===== config.mk =====
export PLATFORM = sky130hd
export DESIGN_NAME = pfc_host
export DESIGN_NICKNAME = d
export VERILOG_FILES = /design/src/rtl/pfc_pkg.sv /design/src/rtl/pfc_host.sv
export VERILOG_INCLUDE_DIRS = /design/src /design/src/rtl
export SDC_FILE = /design/constraint.sdc
export NUM_CORES = 1
export LEC_CHECK = 0
export BUFFER_PORTS_ARGS = -buffer_cell sky130_fd_sc_hd__buf_2
export CORE_MARGIN = 4
export CORE_UTILIZATION = 50
export DETAILED_ROUTE_END_ITERATION = 10
export GPL_ROUTABILITY_DRIVEN = 0
export HOLD_SLACK_MARGIN = 0.06
export PLACE_DENSITY = 0.76
export SETUP_SLACK_MARGIN = 0.2
export SLEW_MARGIN = 20
export SYNTH_ARGS = -nofsm -noshare
export SYNTH_HDL_FRONTEND = slang
export SYNTH_SLANG_ARGS = --single-unit

===== constraint.sdc =====
create_clock -name mclk -period 3.4 [get_ports mclk]
set_input_delay 0.34 -clock mclk [delete_from_list [all_inputs] [get_ports mclk]]
set_output_delay 0.34 -clock mclk [all_outputs]
set_load 0.01 [all_outputs]

===== src/rtl/pfc_defs.svh =====
// constants of the parallel flash command controller
// Notes on behaviour
// - after six-cycle entry, each single write pulse programs data directly.
// - single-pulse mode ends on power loss or reset low 500 ns then high.
// - single-pulse entry recommended only from production programming equipment.
// - write pulse with other strobe low, output enable high; address late, data early.
// - four-cycle sequence programs one byte or word, self-timed by the device.
// - 71 sectors; sixth cycle latches sector address and code 30H.
`ifndef PFC_DEFS_SVH
`define PFC_DEFS_SVH
`define PFC_REG_ADDR    8'h00
`define PFC_REG_DATA    8'h04
`define PFC_REG_CTRL    8'h08
`define PFC_REG_STAT    8'h0C
`define PFC_REG_RDAT    8'h10
`define PFC_CTRL_BYTE   3
`define PFC_CTRL_VPP    4
`define PFC_CTRL_SPMOK  5
`define PFC_CTRL_GO     7
`define PFC_ST_BUSY     0
`define PFC_ST_DONE     1
`define PFC_ST_ERR      2
`define PFC_ST_TMO      3
`define PFC_ST_REFUSED  4
`define PFC_ST_SPM      5
`define PFC_ST_RDY      6
`define PFC_CLK_NS      25
`define PFC_T_WP_NS     70
`define PFC_T_WPH_NS    50
`define PFC_T_ACC_NS    100
`define PFC_T_RST_NS    500
`define PFC_CYC(ns)     (((ns) + `PFC_CLK_NS - 1) / `PFC_CLK_NS)
`define PFC_UNLK1_ADDR  21'h000555
`define PFC_UNLK2_ADDR  21'h0002AA
`define PFC_UNLK1_DATA  8'hAA
`define PFC_UNLK2_DATA  8'h55
`define PFC_CMD_PROG    8'hA0
`define PFC_CMD_ERASE   8'h80
`define PFC_CMD_CHIP    8'h10
`define PFC_CMD_SECTOR  8'h30
`define PFC_CMD_SPM_A   8'h80
`define PFC_CMD_SPM_B   8'hA0
`define PFC_SECTORS     71
`endif


===== src/rtl/pfc_pkg.sv =====
// types of the parallel flash command controller
package pfc_pkg;
	typedef enum logic [2:0] {
		PFC_S_IDLE = 3'b000,
		PFC_S_WSET = 3'b001,
		PFC_S_WLOW = 3'b010,
		PFC_S_WHI  = 3'b011,
		PFC_S_RSET = 3'b100,
		PFC_S_RCAP = 3'b101,
		PFC_S_RST  = 3'b110
	} pfc_state_t;
	typedef enum logic [2:0] {
		PFC_OP_READ   = 3'b000,
		PFC_OP_PROG   = 3'b001,
		PFC_OP_SECTOR = 3'b010,
		PFC_OP_CHIP   = 3'b011,
		PFC_OP_SPM    = 3'b100,
		PFC_OP_RESET  = 3'b101
	} pfc_op_t;
	typedef struct packed {
		logic [20:0] addr;
		logic [15:0] dq_out;
		logic [15:0] dq_oe;
		logic        ce_n;
		logic        oe_n;
		logic        we_n;
		logic        reset_n;
		logic        byte_n;
		logic        vpp_en;
	} pfc_pins_t;
	typedef struct packed {
		logic [20:0] addr;
		logic [15:0] data;
	} pfc_wcyc_t;
	typedef struct packed {
		pfc_state_t  st;
		pfc_op_t     op;
		logic [2:0]  idx;
		logic [7:0]  cnt;
		logic [31:0] tmo;
		logic        first;
		logic        last6;
		logic [21:0] addr;
		logic [15:0] data;
		logic [15:0] rd;
		logic        spm_ok;
		logic        spm;
		logic        done;
		logic        err;
		logic        tmo_err;
		logic        refused;
		pfc_pins_t   pins;
	} pfc_core_t;
endpackage


===== src/rtl/pfc_host.sv =====
// host-side controller driving a parallel nor flash through its pins
`timescale 1ns/100ps
`include "pfc_defs.svh"
module pfc_host import pfc_pkg::*; #(
	parameter int unsigned TIMEOUT_CYC = 32'd4000000
) (
	input  wire logic        mclk,
	input  wire logic        reset_n,
	input  wire logic [7:0]  reg_addr,
	input  wire logic [31:0] reg_wdata,
	input  wire logic        reg_wr,
	input  wire logic        reg_rd,
	output logic      [31:0] reg_rdata,
	output pfc_pins_t        flash,
	input  wire logic [15:0] flash_dq_in,
	input  wire logic        flash_ready
);
	localparam logic [7:0] WP_CYC  = 8'(`PFC_CYC(`PFC_T_WP_NS));
	localparam logic [7:0] WPH_CYC = 8'(`PFC_CYC(`PFC_T_WPH_NS));
	localparam logic [7:0] ACC_CYC = 8'(`PFC_CYC(`PFC_T_ACC_NS) + 2);
	localparam logic [7:0] RST_CYC = 8'(`PFC_CYC(`PFC_T_RST_NS));
	if (TIMEOUT_CYC < 32'd16) begin : g_chk
		$error("TIMEOUT_CYC too small");
	end

	// ==========================================================
	// command sequence tables
	function automatic logic [2:0] seq_len(input pfc_op_t op, input logic spm);
		case (op)
			PFC_OP_PROG: seq_len = spm ? 3'd1 : 3'd4;
			default:     seq_len = 3'd6;
		endcase
	endfunction

	function automatic pfc_wcyc_t seq(input pfc_op_t op, input logic [2:0] idx,
			input logic [20:0] a, input logic [15:0] d, input logic spm);
		seq = '{addr: `PFC_UNLK1_ADDR, data: {8'h00, `PFC_UNLK1_DATA}};
		if (op == PFC_OP_PROG && spm) begin
			seq = '{addr: a, data: d};
		end else begin
			case (idx)
				3'd1, 3'd4: seq = '{addr: `PFC_UNLK2_ADDR, data: {8'h00, `PFC_UNLK2_DATA}};
				3'd2: case (op)
					PFC_OP_PROG: seq.data = {8'h00, `PFC_CMD_PROG};
					PFC_OP_SPM:  seq.data = {8'h00, `PFC_CMD_SPM_A};
					default:     seq.data = {8'h00, `PFC_CMD_ERASE};
				endcase
				3'd3: if (op == PFC_OP_PROG) begin
					seq = '{addr: a, data: d};
				end
				3'd5: case (op)
					PFC_OP_SECTOR: seq = '{addr: a, data: {8'h00, `PFC_CMD_SECTOR}};
					PFC_OP_SPM:    seq.data = {8'h00, `PFC_CMD_SPM_B};
					default:       seq.data = {8'h00, `PFC_CMD_CHIP};
				endcase
				default: ;
			endcase
		end
	endfunction

	// ==========================================================
	// pin synchronisers
	logic [15:0] dq_s1;
	logic [15:0] dq_s2;
	logic        rdy_s1;
	logic        rdy_s2;
	always_ff @(posedge mclk or negedge reset_n) begin
		if (!reset_n) begin
			dq_s1  <= 16'h0000;
			dq_s2  <= 16'h0000;
			rdy_s1 <= 1'b0;
			rdy_s2 <= 1'b0;
		end else begin
			dq_s1  <= flash_dq_in;
			dq_s2  <= dq_s1;
			rdy_s1 <= flash_ready;
			rdy_s2 <= rdy_s1;
		end
	end

	// ==========================================================
	// register port and access engine
	pfc_core_t   r;
	pfc_core_t   next_r;
	logic [31:0] next_rdata;
	logic        busy;
	logic        byte_mode;
	logic [15:0] val;
	logic        go;
	pfc_wcyc_t   wc;
	pfc_op_t     new_op;

	assign busy      = (r.st != PFC_S_IDLE);
	assign byte_mode = !r.pins.byte_n;
	assign val       = byte_mode ? {8'h00, dq_s2[7:0]} : dq_s2;
	assign go        = reg_wr && reg_addr == `PFC_REG_CTRL && reg_wdata[`PFC_CTRL_GO];
	assign new_op    = pfc_op_t'(reg_wdata[2:0]);
	assign wc        = seq(r.op, r.idx, byte_mode ? r.addr[21:1] : r.addr[20:0], r.data, r.spm);
	assign flash     = r.pins;

	always_comb begin
		next_r     = r;
		next_rdata = 32'h0000_0000;
		if (reg_rd) begin
			case (reg_addr)
				`PFC_REG_ADDR: next_rdata = {10'h000, r.addr};
				`PFC_REG_DATA: next_rdata = {16'h0000, r.data};
				`PFC_REG_CTRL: next_rdata = {26'h0, r.spm_ok, r.pins.vpp_en,
					!r.pins.byte_n, r.op};
				`PFC_REG_STAT: next_rdata = {25'h0, rdy_s2, r.spm, r.refused,
					r.tmo_err, r.err, r.done, busy};
				`PFC_REG_RDAT: next_rdata = {16'h0000, r.rd};
				default:       next_rdata = 32'h0000_0000;
			endcase
		end
		if (reg_wr) begin
			case (reg_addr)
				`PFC_REG_ADDR: next_r.addr = reg_wdata[21:0];
				`PFC_REG_DATA: next_r.data = reg_wdata[15:0];
				`PFC_REG_STAT: begin
					// write-one-to-clear; engine sets below win
					if (reg_wdata[`PFC_ST_DONE]) next_r.done = 1'b0;
					if (reg_wdata[`PFC_ST_ERR]) next_r.err = 1'b0;
					if (reg_wdata[`PFC_ST_TMO]) next_r.tmo_err = 1'b0;
					if (reg_wdata[`PFC_ST_REFUSED]) next_r.refused = 1'b0;
				end
				`PFC_REG_CTRL: if (!busy) begin
					next_r.pins.byte_n = !reg_wdata[`PFC_CTRL_BYTE];
					next_r.pins.vpp_en = reg_wdata[`PFC_CTRL_VPP];
					next_r.spm_ok      = reg_wdata[`PFC_CTRL_SPMOK];
				end
				default: ;
			endcase
		end
		if (go) begin
			if (busy) begin
				next_r.refused = 1'b1;
			end else if (new_op > PFC_OP_RESET
					|| (new_op != PFC_OP_READ && new_op != PFC_OP_RESET
						&& !reg_wdata[`PFC_CTRL_VPP])
					|| (r.spm && (new_op == PFC_OP_SECTOR || new_op == PFC_OP_CHIP))
					|| (new_op == PFC_OP_SPM && !reg_wdata[`PFC_CTRL_SPMOK])) begin
				next_r.refused = 1'b1;
			end else begin
				next_r.op      = new_op;
				next_r.idx     = 3'd0;
				next_r.done    = 1'b0;
				next_r.err     = 1'b0;
				next_r.tmo_err = 1'b0;
				next_r.tmo     = 32'd0;
				next_r.first   = 1'b1;
				case (new_op)
					PFC_OP_READ: next_r.st = PFC_S_RSET;
					PFC_OP_RESET: begin
						next_r.st           = PFC_S_RST;
						next_r.cnt          = RST_CYC - 8'd1;
						next_r.pins.reset_n = 1'b0;
					end
					default: next_r.st = PFC_S_WSET;
				endcase
			end
		end
		case (r.st)
			PFC_S_IDLE: ;
			PFC_S_WSET: begin
				next_r.pins.addr   = wc.addr;
				next_r.pins.dq_out = byte_mode ? {r.addr[0], 7'h00, wc.data[7:0]} : wc.data;
				next_r.pins.dq_oe  = byte_mode ? 16'h80FF : 16'hFFFF;
				next_r.pins.ce_n   = 1'b0;
				next_r.pins.oe_n   = 1'b1;
				next_r.pins.we_n   = 1'b0;
				next_r.cnt         = WP_CYC - 8'd1;
				next_r.st          = PFC_S_WLOW;
			end
			PFC_S_WLOW: if (r.cnt == 8'd0) begin
				next_r.pins.we_n = 1'b1; // data latched on this rising edge
				next_r.cnt       = WPH_CYC - 8'd1;
				next_r.st        = PFC_S_WHI;
			end else begin
				next_r.cnt = r.cnt - 8'd1;
			end
			PFC_S_WHI: if (r.cnt == 8'd0) begin
				next_r.pins.ce_n  = 1'b1;
				next_r.pins.dq_oe = 16'h0000;
				if (r.idx == seq_len(r.op, r.spm) - 3'd1) begin
					if (r.op == PFC_OP_SPM) begin
						next_r.spm  = 1'b1;
						next_r.done = 1'b1;
						next_r.st   = PFC_S_IDLE;
					end else begin
						next_r.st = PFC_S_RSET; // wait for the self-timed cycle
					end
				end else begin
					next_r.idx = r.idx + 3'd1;
					next_r.st  = PFC_S_WSET;
				end
			end else begin
				next_r.cnt = r.cnt - 8'd1;
			end
			PFC_S_RSET: begin
				next_r.pins.addr   = byte_mode ? r.addr[21:1] : r.addr[20:0];
				next_r.pins.dq_out = {r.addr[0], 15'h0000};
				next_r.pins.dq_oe  = byte_mode ? 16'h8000 : 16'h0000;
				next_r.pins.ce_n   = 1'b0;
				next_r.pins.oe_n   = 1'b0;
				next_r.cnt         = ACC_CYC;
				next_r.st          = PFC_S_RCAP;
			end
			PFC_S_RCAP: if (r.cnt == 8'd0) begin
				next_r.pins.ce_n = 1'b1;
				next_r.pins.oe_n = 1'b1; // oe high between reads lets line six toggle
				next_r.rd        = val;
				next_r.first     = 1'b0;
				next_r.last6     = val[6];
				if (r.op == PFC_OP_READ) begin
					next_r.done = 1'b1;
					next_r.st   = PFC_S_IDLE;
				end else if (!r.first && r.last6 == val[6] && rdy_s2) begin
					next_r.done = 1'b1;
					next_r.st   = PFC_S_IDLE;
				end else if (!r.first && r.last6 != val[6] && val[5] && r.rd[5]) begin
					next_r.err = 1'b1; // dq5 on two reads in a row
					next_r.st  = PFC_S_IDLE;
				end else begin
					next_r.st = PFC_S_RSET;
				end
			end else begin
				next_r.cnt = r.cnt - 8'd1;
			end
			PFC_S_RST: if (r.cnt == 8'd0) begin
				next_r.pins.reset_n = 1'b1;
				next_r.spm          = 1'b0;
				next_r.done         = 1'b1;
				next_r.st           = PFC_S_IDLE;
			end else begin
				next_r.cnt = r.cnt - 8'd1;
			end
			default: next_r.st = PFC_S_IDLE;
		endcase
		if (r.st == PFC_S_RSET || r.st == PFC_S_RCAP) begin
			next_r.tmo = r.tmo + 32'd1;
			// erase of a large array can exceed any guess; software may retry
			if (r.op != PFC_OP_READ && r.tmo == TIMEOUT_CYC - 32'd1) begin
				next_r.tmo_err   = 1'b1;
				next_r.pins.ce_n = 1'b1;
				next_r.pins.oe_n = 1'b1;
				next_r.st        = PFC_S_IDLE;
			end
		end
	end

	always_ff @(posedge mclk or negedge reset_n) begin
		if (!reset_n) begin
			r                <= '0;
			r.pins.ce_n      <= 1'b1;
			r.pins.oe_n      <= 1'b1;
			r.pins.we_n      <= 1'b1;
			r.pins.reset_n   <= 1'b1;
			r.pins.byte_n    <= 1'b1;
			reg_rdata        <= 32'h0000_0000;
		end else begin
			r         <= next_r;
			reg_rdata <= next_rdata;
		end
	end

	logic [7:0] low_run;
	always_ff @(posedge mclk or negedge reset_n) begin
		if (!reset_n) low_run <= 8'h00;
		else low_run <= flash.reset_n ? 8'h00 : low_run + 8'h01;
	end
endmodule


-- Word-level counts from Yosys, hierarchy flattened
Cells that the tools add are included.
- output and inout port bits: 91
- bits in read-only memories: 0
- logic and storage cells: 205
- bits in latches: 0
- memories kept: 0
- register bits: 236
- memory bits (writable): 0
- bits of input ports: 61
- equal/unequal tests: 34
- $lt $le $gt $ge: 1
- $add $sub $neg: 4
- reduce and logical (&&, ||, !) cells: 48
- $mul: 0
- divide/modulo/power cells: 0
- bitwise logic cells: 2
- shift-type cells: 0
- multiplexer cells: 86
- operators by type and width (kind ; count):
    50-bit 2-to-1 mux ; 3
    22-bit one-hot mux with 5 select lines ; 1
    37-bit 2-to-1 mux ; 2
    37-bit one-hot mux with 2 select lines ; 1
    32-bit 2-to-1 mux ; 2
    16-bit one-hot mux with 4 select lines ; 1
    21-bit one-hot mux with 3 select lines ; 1
    3-bit 2-to-1 mux ; 20
    16-bit 2-to-1 mux ; 3
    16-bit one-hot mux with 3 select lines ; 1
    21-bit 2-to-1 mux ; 2
    32-bit by 1-bit adder with 32-bit output (second input constant) ; 1
    32-bit by 22-bit == test with 1-bit output (second input constant) ; 1
    8-bit one-hot mux with 4 select lines ; 1
    3-bit == test (second input constant) ; 8
    8-bit 2-to-1 mux ; 3
    3-bit by 2-bit == test with 1-bit output (second input constant) ; 7
    1-bit 2-to-1 mux ; 21
    3-bit one-hot mux with 7 select lines ; 1
    2-bit 2-to-1 mux ; 10
    17-bit 2-to-1 mux ; 1
    8-bit by 4-bit == test with 1-bit output (second input constant) ; 2
    8-bit logical NOT ; 2
    8-bit one-hot mux with 2 select lines ; 1
    31 further kinds ; 79

-- Logic depth before layout (Yosys ltp)
Gate-level depths: netlist of the first run.
- depth in word-level cells: 14
- mapped depth: 10
- mapped depth without buffers: 7

-- Worst setup path after synthesis of the first run
No wires, ideal clock.
- path kind: reg-to-reg
- from: reg r[153] in the netlist's numbering
- to: reg r[71] in the netlist's numbering
- period minus slack after synthesis: 2.508 ns
- data arrival time: 2.383 ns
- required time: 3.275 ns
- library setup time: 0.125 ns
- path buffers: 3
- setup slack: 0.892 ns
- cell stages (with the launch flop): 10
- path through: dfrtp_1 > inv_1 > ha_1 > or4b_1 > buf_2 > or2_1 > or3_1 > buf_6 > buf_6 > mux2_4
- cells in the longest elaborated chain, start to end: 2
- ends and longest elaborated chain (what ; RTL line ; text):
    from (decl) ; pfc_host.sv:83 ; pfc_core_t r;
    from (signal assigned) ; pfc_host.sv:262 ; r <= next_r;
    8-bit logical NOT ; pfc_host.sv:209 ; PFC_S_RCAP: if (r.cnt == 8'd0) begin
    2-bit AND reduction (no line) ; - ;
No other way between the ends.
A chain may end at the register's enable or synchronous reset.

-- Worst setup path after layout of the first run
- from: reg r[153] in the netlist's numbering
- to: reg r[72] in the netlist's numbering
The elaborated chain is that of the path after synthesis.

==> results of run 1 <==
==> report_power, final <==
group / total [mW] / switching, mW / internal (mW) / leakage (nW)
Clock: 2.62 / 1.02 / 1.59 / 0.382
Combinational: 0.167 / 0.0973 / 0.0699 / 2.45
Sequential: 2.60 / 0.0323 / 2.57 / 2.65
Total: 5.38 / 1.15 / 4.23 / 5.48
==> through the flow <==
| stage | worst slack (ps) | total power, mW | area [um2] | hold WS [ps] |
|---|---|---|---|---|
| after global placement | 723 | 2.79 | 10400 | 333 |
| after floorplan | 892 | 2.69 | 9950 | 44.4 |
| after CTS | 671 | 5.43 | 11400 | 61.9 |
| after global routing | 561 | 5.56 | 11400 | 75.6 |
| final | 644 | 5.38 | 11400 | 67.6 |
| after detailed placement | 696 | 2.80 | 10400 | 335 |
==> worst max-delay path by stage <==
| stage | end | cells after the start | start |
|---|---|---|---|
| final | r[72] | 7 | r[153] |
| after global routing | r[72] | 7 | r[153] |
| after CTS | r[72] | 7 | r[153] |
| after detailed placement | r[71] | 7 | r[153] |
| after global placement | r[72] | 7 | r[153] |
| after floorplan | r[71] | 9 | r[153] |
==> Yosys cell counts, drive strengths merged, types with 3 or more instances <==
| cell type | count |
|---|---|
| nand2 | 102 |
| a22o | 9 |
| dfstp | 5 |
| a21o | 4 |
| dfrtp | 207 |
| nand3 | 39 |
| inv | 21 |
| mux2i | 23 |
| or2 | 6 |
| nor4b | 3 |
| o21a | 8 |
| a21boi | 5 |
| nand2b | 7 |
| nor2 | 46 |
| o31ai | 18 |
| xnor2 | 4 |
| and3 | 15 |
| or3 | 5 |
| clkbuf | 29 |
| o21ai | 58 |
| nor4 | 11 |
| a222oi | 9 |
| o211ai | 9 |
| nor3b | 4 |
| a21oi | 38 |
| o22ai | 5 |
| a211oi | 7 |
| nand4 | 12 |
| xor2 | 5 |
| ha | 7 |
| a22oi | 15 |
| buf | 86 |
| nor3 | 15 |
| mux2 | 53 |
| nor2b | 5 |
| a31oi | 12 |
==> repair_timing <==
item,in CTS,in global routing
hold endpoints to repair,109,0
setup endpoints to repair,0,0
hold buffers,20,0
==> sequential cells by signal, indices dropped and copies added (netlist names) <==
signal,cells
r,110
flash,46
reg_rdata,22
dq_s1,16
dq_s2,16
rdy_s1,1
rdy_s2,1
==> critical path, stage by stage (launching register included) <==
cell and delay (ps):
dfrtp_1 430, inv_1 90, ha_1 200, or4b_1 660, or2_1 320, or3_1 370
buf_4 230, mux2_4 320
==> kinds of logic (layout without fill, tap and decap cells) <==
logic type,count (synthesis),count (layout),synth area share (%)
xor gates and xnor gates,9,9,0.795
muxes,76,76,8.42
DFF,212,212,53.6
adders and majority gates,8,8,0.984
buffers and inverters,136,233,7.99
other,1,13,0.0378
and+or+nand+nor,283,283,14.1
AOI/OAI and AO/OA,214,214,14.2
==> final cells by class <==
type | count | area [um2] | share of cell area, %
multi-input cells | 600 | 3860 | 33.8
inverters | 21 | 78.8 | 0.690
clock inverters | 14 | 188 | 1.64
well taps | 265 | 332 | 2.90
diodes | 3 | 7.51 | 0.0658
flip-flops and latches | 212 | 5310 | 46.5
clock buffers | 27 | 611 | 5.35
repair buffers | 171 | 1030 | 9.00
==> routing by layer <==
| layer | routed length (um) | vias to the layer above |
|---|---|---|
| li1 | - | 3480 |
| met1 | 10200 | 3631 |
| met2 | 10900 | 279 |
| met3 | 1710 | 54 |
| met4 | 608 | 4 |
| met5 | 27 | - |
==> impl_metrics.py, run 1 <==
metrics = {
    "finish": {
        "mostFrequentLayoutCells": "dfrtp_1, buf_2, nand2_1",
        "final_common_cell": "dfrtp_1",
        "syn_to_final_growth_pct": 15.1,
        "final_cells": 1313,
        "layout-drive-gt1-share_pct": 25.1,
        "fin_util_pct": 58.7,
        "fillers": 1608,
        "final_nets": 1097,
    },
    "sta": {
        "setup-tns-final_ps": 0,
        "min_period_ps": 2760,
        "slew_violations": 0,
        "rsz0062_at_grt": "no",
        "setup_violations": 0,
        "clock_skew_ps": 19.5,
        "worstMarginPinSlew_ps": 987,
        "finalHoldViolCount": 0,
        "min_period_over_period_pct": 81.1,
        "max_slew_margin_pct": 34.0,
        "clock.fmax_mhz": 363,
    },
    "route": {
        "wl_per_cell_um": 17.8,
        "finalWirelength_mm": 23.4,
        "dr.pass1.iters": 6,
        "ant_nets": 0,
        "drtIter0Drc": 687,
        "via_per_inst": 5.67,
        "vias": 7448,
        "drc": 0,
    },
    "clock_network": {
        "cts-root-buf": "clkbuf_16",
        "cts_num_sinks": 212,
        "cts_tree": "done",
        "numCtsBuffers": 23,
        "clk_pin_slew_ps": 60,
        "h-tree-depth": 1,
        "cts_resized": 0,
        "cts_setup_buffers": 0,
        "ctsLongestPathBuffers": 3,
        "insertion_delay_ps": 510,
    },
    "floorplan": {
        "rows": 51,
        "die_h_um": 149,
        "ios": 152,
        "die_area_um2": 22200,
        "die_w_um": 149,
        "start_util_pct": 51.0,
        "core_area_um2": 19500,
    },
    "synth": {
        "synth_top_area_share_pct": 52.2,
        "postSynthCellCount": 939,
        "synth_edf_count": 0,
        "syn-cell-area_um2": 9920,
        "ys_seq_elements": 212,
        "netlist.top_cell.by_area": "dfrtp_1",
        "synth_warnings": 0,
        "avgSynthCellArea_um2": 10.6,
        "async_reset_ff_share_pct": 100,
        "synth-main-ff-cell": "dfrtp_1",
        "yosysSeqAreaShare_pct": 53.6,
        "synth.distinct_cells": 69,
        "yosys-top-cells-area": "dfrtp_1, mux2_2, buf_4",
    },
    "hold_path": {
        "whs_path_depth": 2,
        "min_to": "r[115]",
        "hp-start": "reg_wdata[18]",
        "hp-class": "input port to flop",
    },
    "place": {
        "portBuffers": 131,
        "hpwlAfterDp_mm": 16.2,
        "dpl.cell_count": 1249,
    },
    "setup_path": {
        "r2r-end": "r[72]",
        "critical_path.max_fanout": 26,
        "r2r_cells": 7,
        "crit_type": "flop to flop",
        "crit_path_end_kind": "flop",
        "startpoint_type": "flop",
        "regToRegStartpoint": "r[153]",
        "arrival_ps": 3140,
        "worstPathRequired_ps": 3780,
        "reg2reg_slack_ps": 640,
    },
    "pwr": {
        "power_leakage_nw": 5.48,
        "power_density_nw_per_um2": 471,
        "peakVddDrop_mv": 0.347,
    },
    "global_route": {
        "grt_pass1_wl_mm": 38.2,
        "first_global_vias": 7249,
        "met2_usage_pct": 32.5,
        "antenna_found_initial": 4,
        "use_met1_pct": 30.6,
        "busiest_layer": "met2",
        "grtUsageMet3_pct": 4.35,
        "grt_util_all_layers_pct": 21.1,
        "grt_max_degree": 95,
        "gr-total-overflow": 0,
    },
    "run": {
        "maxCapViolations": 0,
    },
    "run_status": {
        "outcome": "finished, final reports clean",
    },
}
No activity file was read; power rests on OpenSTA's default activity.
==> inputs of run 2 (changes only) <==
--- a/config.mk
+++ b/config.mk
@@ -6,13 +6,14 @@
 export SDC_FILE = /design/constraint.sdc
 export NUM_CORES = 1
 export LEC_CHECK = 0
+export ABC_AREA = 1
 export BUFFER_PORTS_ARGS = -buffer_cell sky130_fd_sc_hd__buf_2
 export CORE_MARGIN = 4
 export CORE_UTILIZATION = 50
 export DETAILED_ROUTE_END_ITERATION = 10
 export GPL_ROUTABILITY_DRIVEN = 0
 export HOLD_SLACK_MARGIN = 0.06
-export PLACE_DENSITY = 0.76
+export PLACE_DENSITY = 0.78
 export SETUP_SLACK_MARGIN = 0.2
 export SLEW_MARGIN = 20
 export SYNTH_ARGS = -nofsm -noshare
==> constraint.sdc (replaced) <==
create_clock -name mclk -period 2.28 [get_ports mclk]
set_input_delay 0.228 -clock mclk [delete_from_list [all_inputs] [get_ports mclk]]
set_output_delay 0.228 -clock mclk [all_outputs]
set_load 0.01 [all_outputs]
==> impl_metrics.py, run 2 <==
metrics = {
    "synth": {
        "synth_edf_count": 0,
        "synth_warnings": 0,
        "synth.distinct_cells": 43,
        "async_reset_ff_share_pct": 100,
        "syn-cell-area_um2": 10500,
        "yosysSeqAreaShare_pct": 50.8,
        "synth_top_area_share_pct": 49.5,
        "netlist.top_cell.by_area": "dfrtp_1",
        "yosys-top-cells-area": "dfrtp_1, nand2_1, o21ai_0",
        "synth_common_cells": "nand2_1, dfrtp_1, inv_1",
        "synth_xor_area_share_pct": 0.586,
        "yosys.area_share.simple_pct": 23.7,
        "avgSynthCellArea_um2": 8.17,
        "synth_most_common_cell": "nand2_1",
        "synth_compound_gate_area_share_pct": 12.3,
        "synth_top_family_by_area": "simple AND/OR/NAND/NOR gates",
        "postSynthCellCount": 1281,
        "synth-main-ff-cell": "dfrtp_1",
        "ys_seq_elements": 212,
        "synth.area.mux_share_pct": 0,
        "synthAdderAreaFrac_pct": 0.837,
    },
    "clock_network": {
        "cts_num_sinks": 212,
        "ctsLongestPathBuffers": 3,
        "numCtsBuffers": 23,
        "cts-root-buf": "clkbuf_16",
        "clk_pin_slew_ps": 70,
        "cts_setup_buffers": 0,
        "h-tree-depth": 1,
        "insertion_delay_ps": 530,
        "cts_tree": "done",
    },
    "global_route": {
        "first_global_vias": 8487,
        "antenna_found_initial": 2,
        "grt_util_all_layers_pct": 21.9,
        "grt_pass1_wl_mm": 42.7,
        "grt_max_degree": 77,
        "gr-total-overflow": 0,
    },
    "setup_path": {
        "r2r_cells": 8,
        "startpoint_type": "flop",
        "worstPathRequired_ps": 2700,
        "cp_slowest_stage_delay_ps": 570,
        "crit_path_end_kind": "flop",
        "cp.depth": 8,
        "crit_type": "flop to flop",
        "critPathSlowestCell": "dfrtp_1",
        "crit_family": "simple AND/OR/NAND/NOR gates",
        "cp_num_buf_inv": 2,
        "arrival_ps": 2370,
        "path_cells": "nor2_4 -> nand2_1 -> nor2_2 -> nand2_2 -> buf_4 -> inv_2 -> nor2_1 -> o21a_1",
        "startpoint": "r[169]",
        "regToRegStartpoint": "r[169]",
        "critical_path.max_fanout": 20,
    },
    "sta": {
        "setup-tns-final_ps": 0,
        "hold_ws_ps": 76.8,
        "max_slew_margin_pct": 47.5,
        "slew_violations": 0,
        "clock.fmax_mhz": 514,
        "min_period_over_period_pct": 85.4,
        "finalHoldViolCount": 0,
        "worstMarginPinSlew_ps": 787,
        "clock_skew_ps": 18.4,
        "setup_violations": 0,
        "min_period_ps": 1950,
        "setup_ws_ps": 333,
        "rsz0062_at_grt": "no",
    },
    "finish": {
        "layout-drive-gt1-share_pct": 16.4,
        "final_nets": 1463,
        "fillers": 1777,
        "largest-register": "r",
        "fin_util_pct": 59.3,
        "final_common_cell": "nand2_1",
        "syn_to_final_growth_pct": 15.8,
        "largest_reg_flops": 110,
        "mostFrequentLayoutCells": "nand2_1, dfrtp_1, inv_1",
    },
    "floorplan": {
        "rows": 52,
        "ios": 152,
        "die_area_um2": 23300,
        "die_h_um": 153,
        "core_area_um2": 20400,
        "die_w_um": 153,
        "start_util_pct": 51.2,
    },
    "hold_path": {
        "hp-start": "reg_wdata[7]",
        "hp-class": "input port to flop",
        "whs_path_depth": 3,
    },
    "pwr": {
        "p_total_mw": 12.6,
        "peakVddDrop_mv": 0.627,
        "power_density_nw_per_um2": 1040,
        "power_leakage_nw": 6.05,
    },
    "run": {
        "maxCapViolations": 0,
    },
    "place": {
        "hpwlAfterDp_mm": 18.6,
        "portBuffers": 131,
        "post-place-ws_ps": 297,
    },
    "route": {
        "drc": 0,
        "drtIter0Drc": 577,
        "ant_nets": 0,
        "finalWirelength_mm": 25.8,
        "vias": 9052,
        "via_per_inst": 5.38,
        "wl_per_cell_um": 15.4,
        "dr.pass1.iters": 5,
    },
    "run_status": {
        "outcome": "finished, final reports clean",
    },
}
run 2: worst paths after layout:
| kind | end | slack [ps] |
|---|---|---|
| max | r[145] | 330 |
| min | r[59] | 80 |
| max reg2reg | r[145] | 330 |
| min reg2reg | dq_s2[10] | 350 |
| max in group asynchronous | flash[2] | 1220 |
| min in group asynchronous | dq_s1[8] | 310 |
run 2: layout make-up:
| class | instances | area (um2) | share of cell area [%] |
|---|---|---|---|
| antenna | 1 | 2.50 | 0.0207 |
| clock buffer | 29 | 628 | 5.18 |
| clock inverter | 12 | 163 | 1.34 |
| inverter | 142 | 536 | 4.42 |
| multi-input combinational | 834 | 3970 | 32.8 |
| sequential | 212 | 5310 | 43.8 |
| tap | 270 | 338 | 2.79 |
| timing repair buffer | 182 | 1170 | 9.65 |
run 2: cell families after synthesis:
| family | count (synthesis) |
|---|---|
| AND/OR/NAND/NOR | 573 |
| buffers and inverters | 244 |
| AO/OA/AOI/OAI | 237 |
| flip-flops | 212 |
| XOR/XNOR | 7 |
| adder cells (fa/ha/maj) | 7 |
| other | 1 |
run 2: worst min-delay path, delay by kind of cell:
kind / cells / cell delay (ps)
buffers and inverters: 1 / 110
and+or+nand+nor: 1 / 110
AOI/OAI and AO/OA: 1 / 100
run 2: timing repair:
| item | in CTS | in global routing |
|---|---|---|
| hold buffers | 34 | 0 |
| setup endpoints to repair | 0 | 22 |
| resized for setup | 0 | 3 |
| endpoints found under the hold margin | 114 | 0 |
run 2: per-stage QoR:
step | cells | cell area, um2
5_1_grt | 1682 | 12100
4_1_cts | 1681 | 12100
2_1_floorplan | 1290 | 10500
6_report | 1682 | 12100
3_5_place_dp | 1606 | 11000
3_3_place_gp | 1606 | 11000
run 2: power by group:
part / switching [mW] / total, mW / internal, mW
sequential: 0.588 / 5.00 / 4.41
clock: 1.55 / 3.87 / 2.31
combinational: 2.41 / 3.72 / 1.30
run 2: metal layers:
metal | up-vias | wire, um | track usage, %
met5 | - | 13 | 0
met4 | 2 | 546 | 6.36
met3 | 52 | 2300 | 4.03
met2 | 403 | 11900 | 34.4
met1 | 4284 | 11100 | 31.3
li1 | 4311 | - | -
==> inputs of run 3 (changes only) <==
--- a/config.mk
+++ b/config.mk
@@ -6,7 +6,6 @@
 export SDC_FILE = /design/constraint.sdc
 export NUM_CORES = 1
 export LEC_CHECK = 0
-export ABC_AREA = 1
 export BUFFER_PORTS_ARGS = -buffer_cell sky130_fd_sc_hd__buf_2
 export CORE_MARGIN = 4
 export CORE_UTILIZATION = 50
@@ -19,3 +18,4 @@
 export SYNTH_ARGS = -nofsm -noshare
 export SYNTH_HDL_FRONTEND = slang
 export SYNTH_SLANG_ARGS = --single-unit
+export TNS_END_PERCENT = 50
==> impl_metrics.py, run 3 (same netlist as run 1, synthesis figures left out) <==
metrics = {
    "place": {
        "dpl.cell_count": 1293,
        "post-place-ws_ps": -85.4,
        "postPlaceCellArea_um2": 10800,
        "portBuffers": 131,
        "hpwlAfterDp_mm": 17.0,
    },
    "sta": {
        "min_period_ps": 2290,
        "slew_violations": 0,
        "clock.fmax_mhz": 437,
        "worstMarginPinSlew_ps": 691,
        "max_slew_margin_pct": 53.7,
        "rsz0062_at_grt": "yes",
        "finalHoldViolCount": 0,
        "min_period_over_period_pct": 100,
        "setup-tns-final_ps": -13.3,
        "clock_skew_ps": 7.12,
        "setup_violations": 3,
        "hold_ws_ps": 81.9,
        "setup_ws_ps": -6.72,
    },
    "clock_network": {
        "ctsLongestPathBuffers": 3,
        "cts_tree": "done",
        "numCtsBuffers": 23,
        "h-tree-depth": 1,
        "cts_num_sinks": 212,
        "cts-root-buf": "clkbuf_16",
        "clk_pin_slew_ps": 60,
        "insertion_delay_ps": 500,
    },
    "finish": {
        "final_nets": 1172,
        "largest_reg_flops": 110,
        "fin_util_pct": 63.0,
        "final_common_cell": "dfrtp_1",
        "largest-register": "r",
        "fin_area_um2": 12300,
        "mostFrequentLayoutCells": "dfrtp_1, buf_2, nand2_1",
        "multi_input_area_um2": 4070,
        "seq_area_um2": 5320,
        "fillers": 1464,
        "antenna_cells": 0,
        "layout-drive-gt1-share_pct": 32.6,
        "final_cells": 1386,
        "syn_to_final_growth_pct": 23.6,
    },
    "setup_path": {
        "crit_path_end_kind": "flop",
        "cp_slowest_stage_delay_ps": 500,
        "arrival_ps": 2670,
        "critPathSlowestCell": "or4b_4",
        "r2r-end": "r[71]",
        "critical_path.max_fanout": 6,
        "worstPathRequired_ps": 2670,
        "crit_type": "flop to flop",
        "path_cells": "inv_2 -> ha_4 -> or4b_4 -> or2_1 -> or3_4 -> buf_8 -> mux2_4",
        "regToRegStartpoint": "r[154]",
        "r2r_cells": 7,
        "startpoint_type": "flop",
        "reg2reg_slack_ps": -7,
    },
    "global_route": {
        "grt_pass1_wl_mm": 40.9,
        "met2_usage_pct": 36.5,
        "grtUsageMet3_pct": 3.98,
        "gr-total-overflow": 0,
        "grt_util_all_layers_pct": 22.8,
        "use_met1_pct": 31.8,
        "first_global_vias": 7715,
        "grt_max_degree": 82,
        "antenna_found_initial": 2,
        "busiest_layer": "met2",
    },
    "run_status": {
        "outcome": "finished with violations",
        "violations": "setup timing",
    },
    "floorplan": {
        "die_h_um": 149,
        "core_area_um2": 19500,
        "die_w_um": 149,
        "die_area_um2": 22200,
        "ios": 152,
        "start_util_pct": 51.0,
        "rows": 51,
    },
    "hold_path": {
        "min_to": "reg_rdata[21]",
        "hp-class": "input port to flop",
        "hp-start": "reg_rd",
        "whs_path_depth": 2,
    },
    "run": {
        "maxCapViolations": 0,
    },
    "pwr": {
        "power_density_nw_per_um2": 653,
        "peakVddDrop_mv": 0.600,
        "p_total_mw": 8.01,
        "power_leakage_nw": 5.88,
    },
    "route": {
        "drtIter0Drc": 699,
        "finalWirelength_mm": 25.4,
        "vias": 7853,
        "ant_nets": 0,
        "via_per_inst": 5.67,
        "drc": 0,
        "wl_per_cell_um": 18.3,
        "dr.pass1.iters": 6,
    },
}
## run 3: cell types whose count changed in the layout (fill, tap and decap cells not counted), sizes merged, moves of 16 or more
cell	change
o21ai	-75
buf	+59
nand2	-214
a21oi	-16
nand3	-49
mux2i	+23
mux2	+53
nor2	-77
inv	-121
## run 3: critical path, delay by kind of cell, from the launching register on
kind	cells	cell delay, ps
AND/OR/NAND/NOR	3	1110
flip-flops	1	400
multiplexers	1	290
buffers and inverters	2	230
adder cells (fa/ha/maj)	1	130
## run 3: cell type report
cell class	instances	area share, %
clock buffer	25	4.84
timing repair buffer	246	13.7
clock inverter	17	1.58
inverter	21	0.643
multi-input combinational	600	33.2
sequential	212	43.4
tap	265	2.70
## run 3: layer usage
layer,share of wire (%),wire length (um)
met1,43,10900
met2,47,12000
met3,6.0,1530
met4,3.7,941
met5,0.11,27
## run 3: report_power, final
group          internal (mW)  switching, mW
sequential              3.83         0.0506
combinational          0.129          0.157
clock                   2.34           1.50
## run 3: worst max path at each step
stage,start,end,slack [ps],depth (start not counted)
4_1_cts,r[153],r[71],-4,7
6_report,r[154],r[71],-7,7
5_1_grt,r[154],r[71],-60,7
3_3_place_gp,r[153],r[72],-50,7
2_1_floorplan,r[153],r[71],-170,9
3_5_place_dp,r[153],r[79],-90,8
## run 3: what timing repair did
| item | CTS | global route |
|---|---|---|
| pin swaps | 10 | 9 |
| endpoints found under the hold margin | 103 | 0 |
| cloned | 1 | 0 |
| endpoints found under the setup margin | 52 | 90 |
| hold buffers | 39 | 0 |
| gates resized for setup | 50 | 19 |
| setup buffers | 6 | 5 |
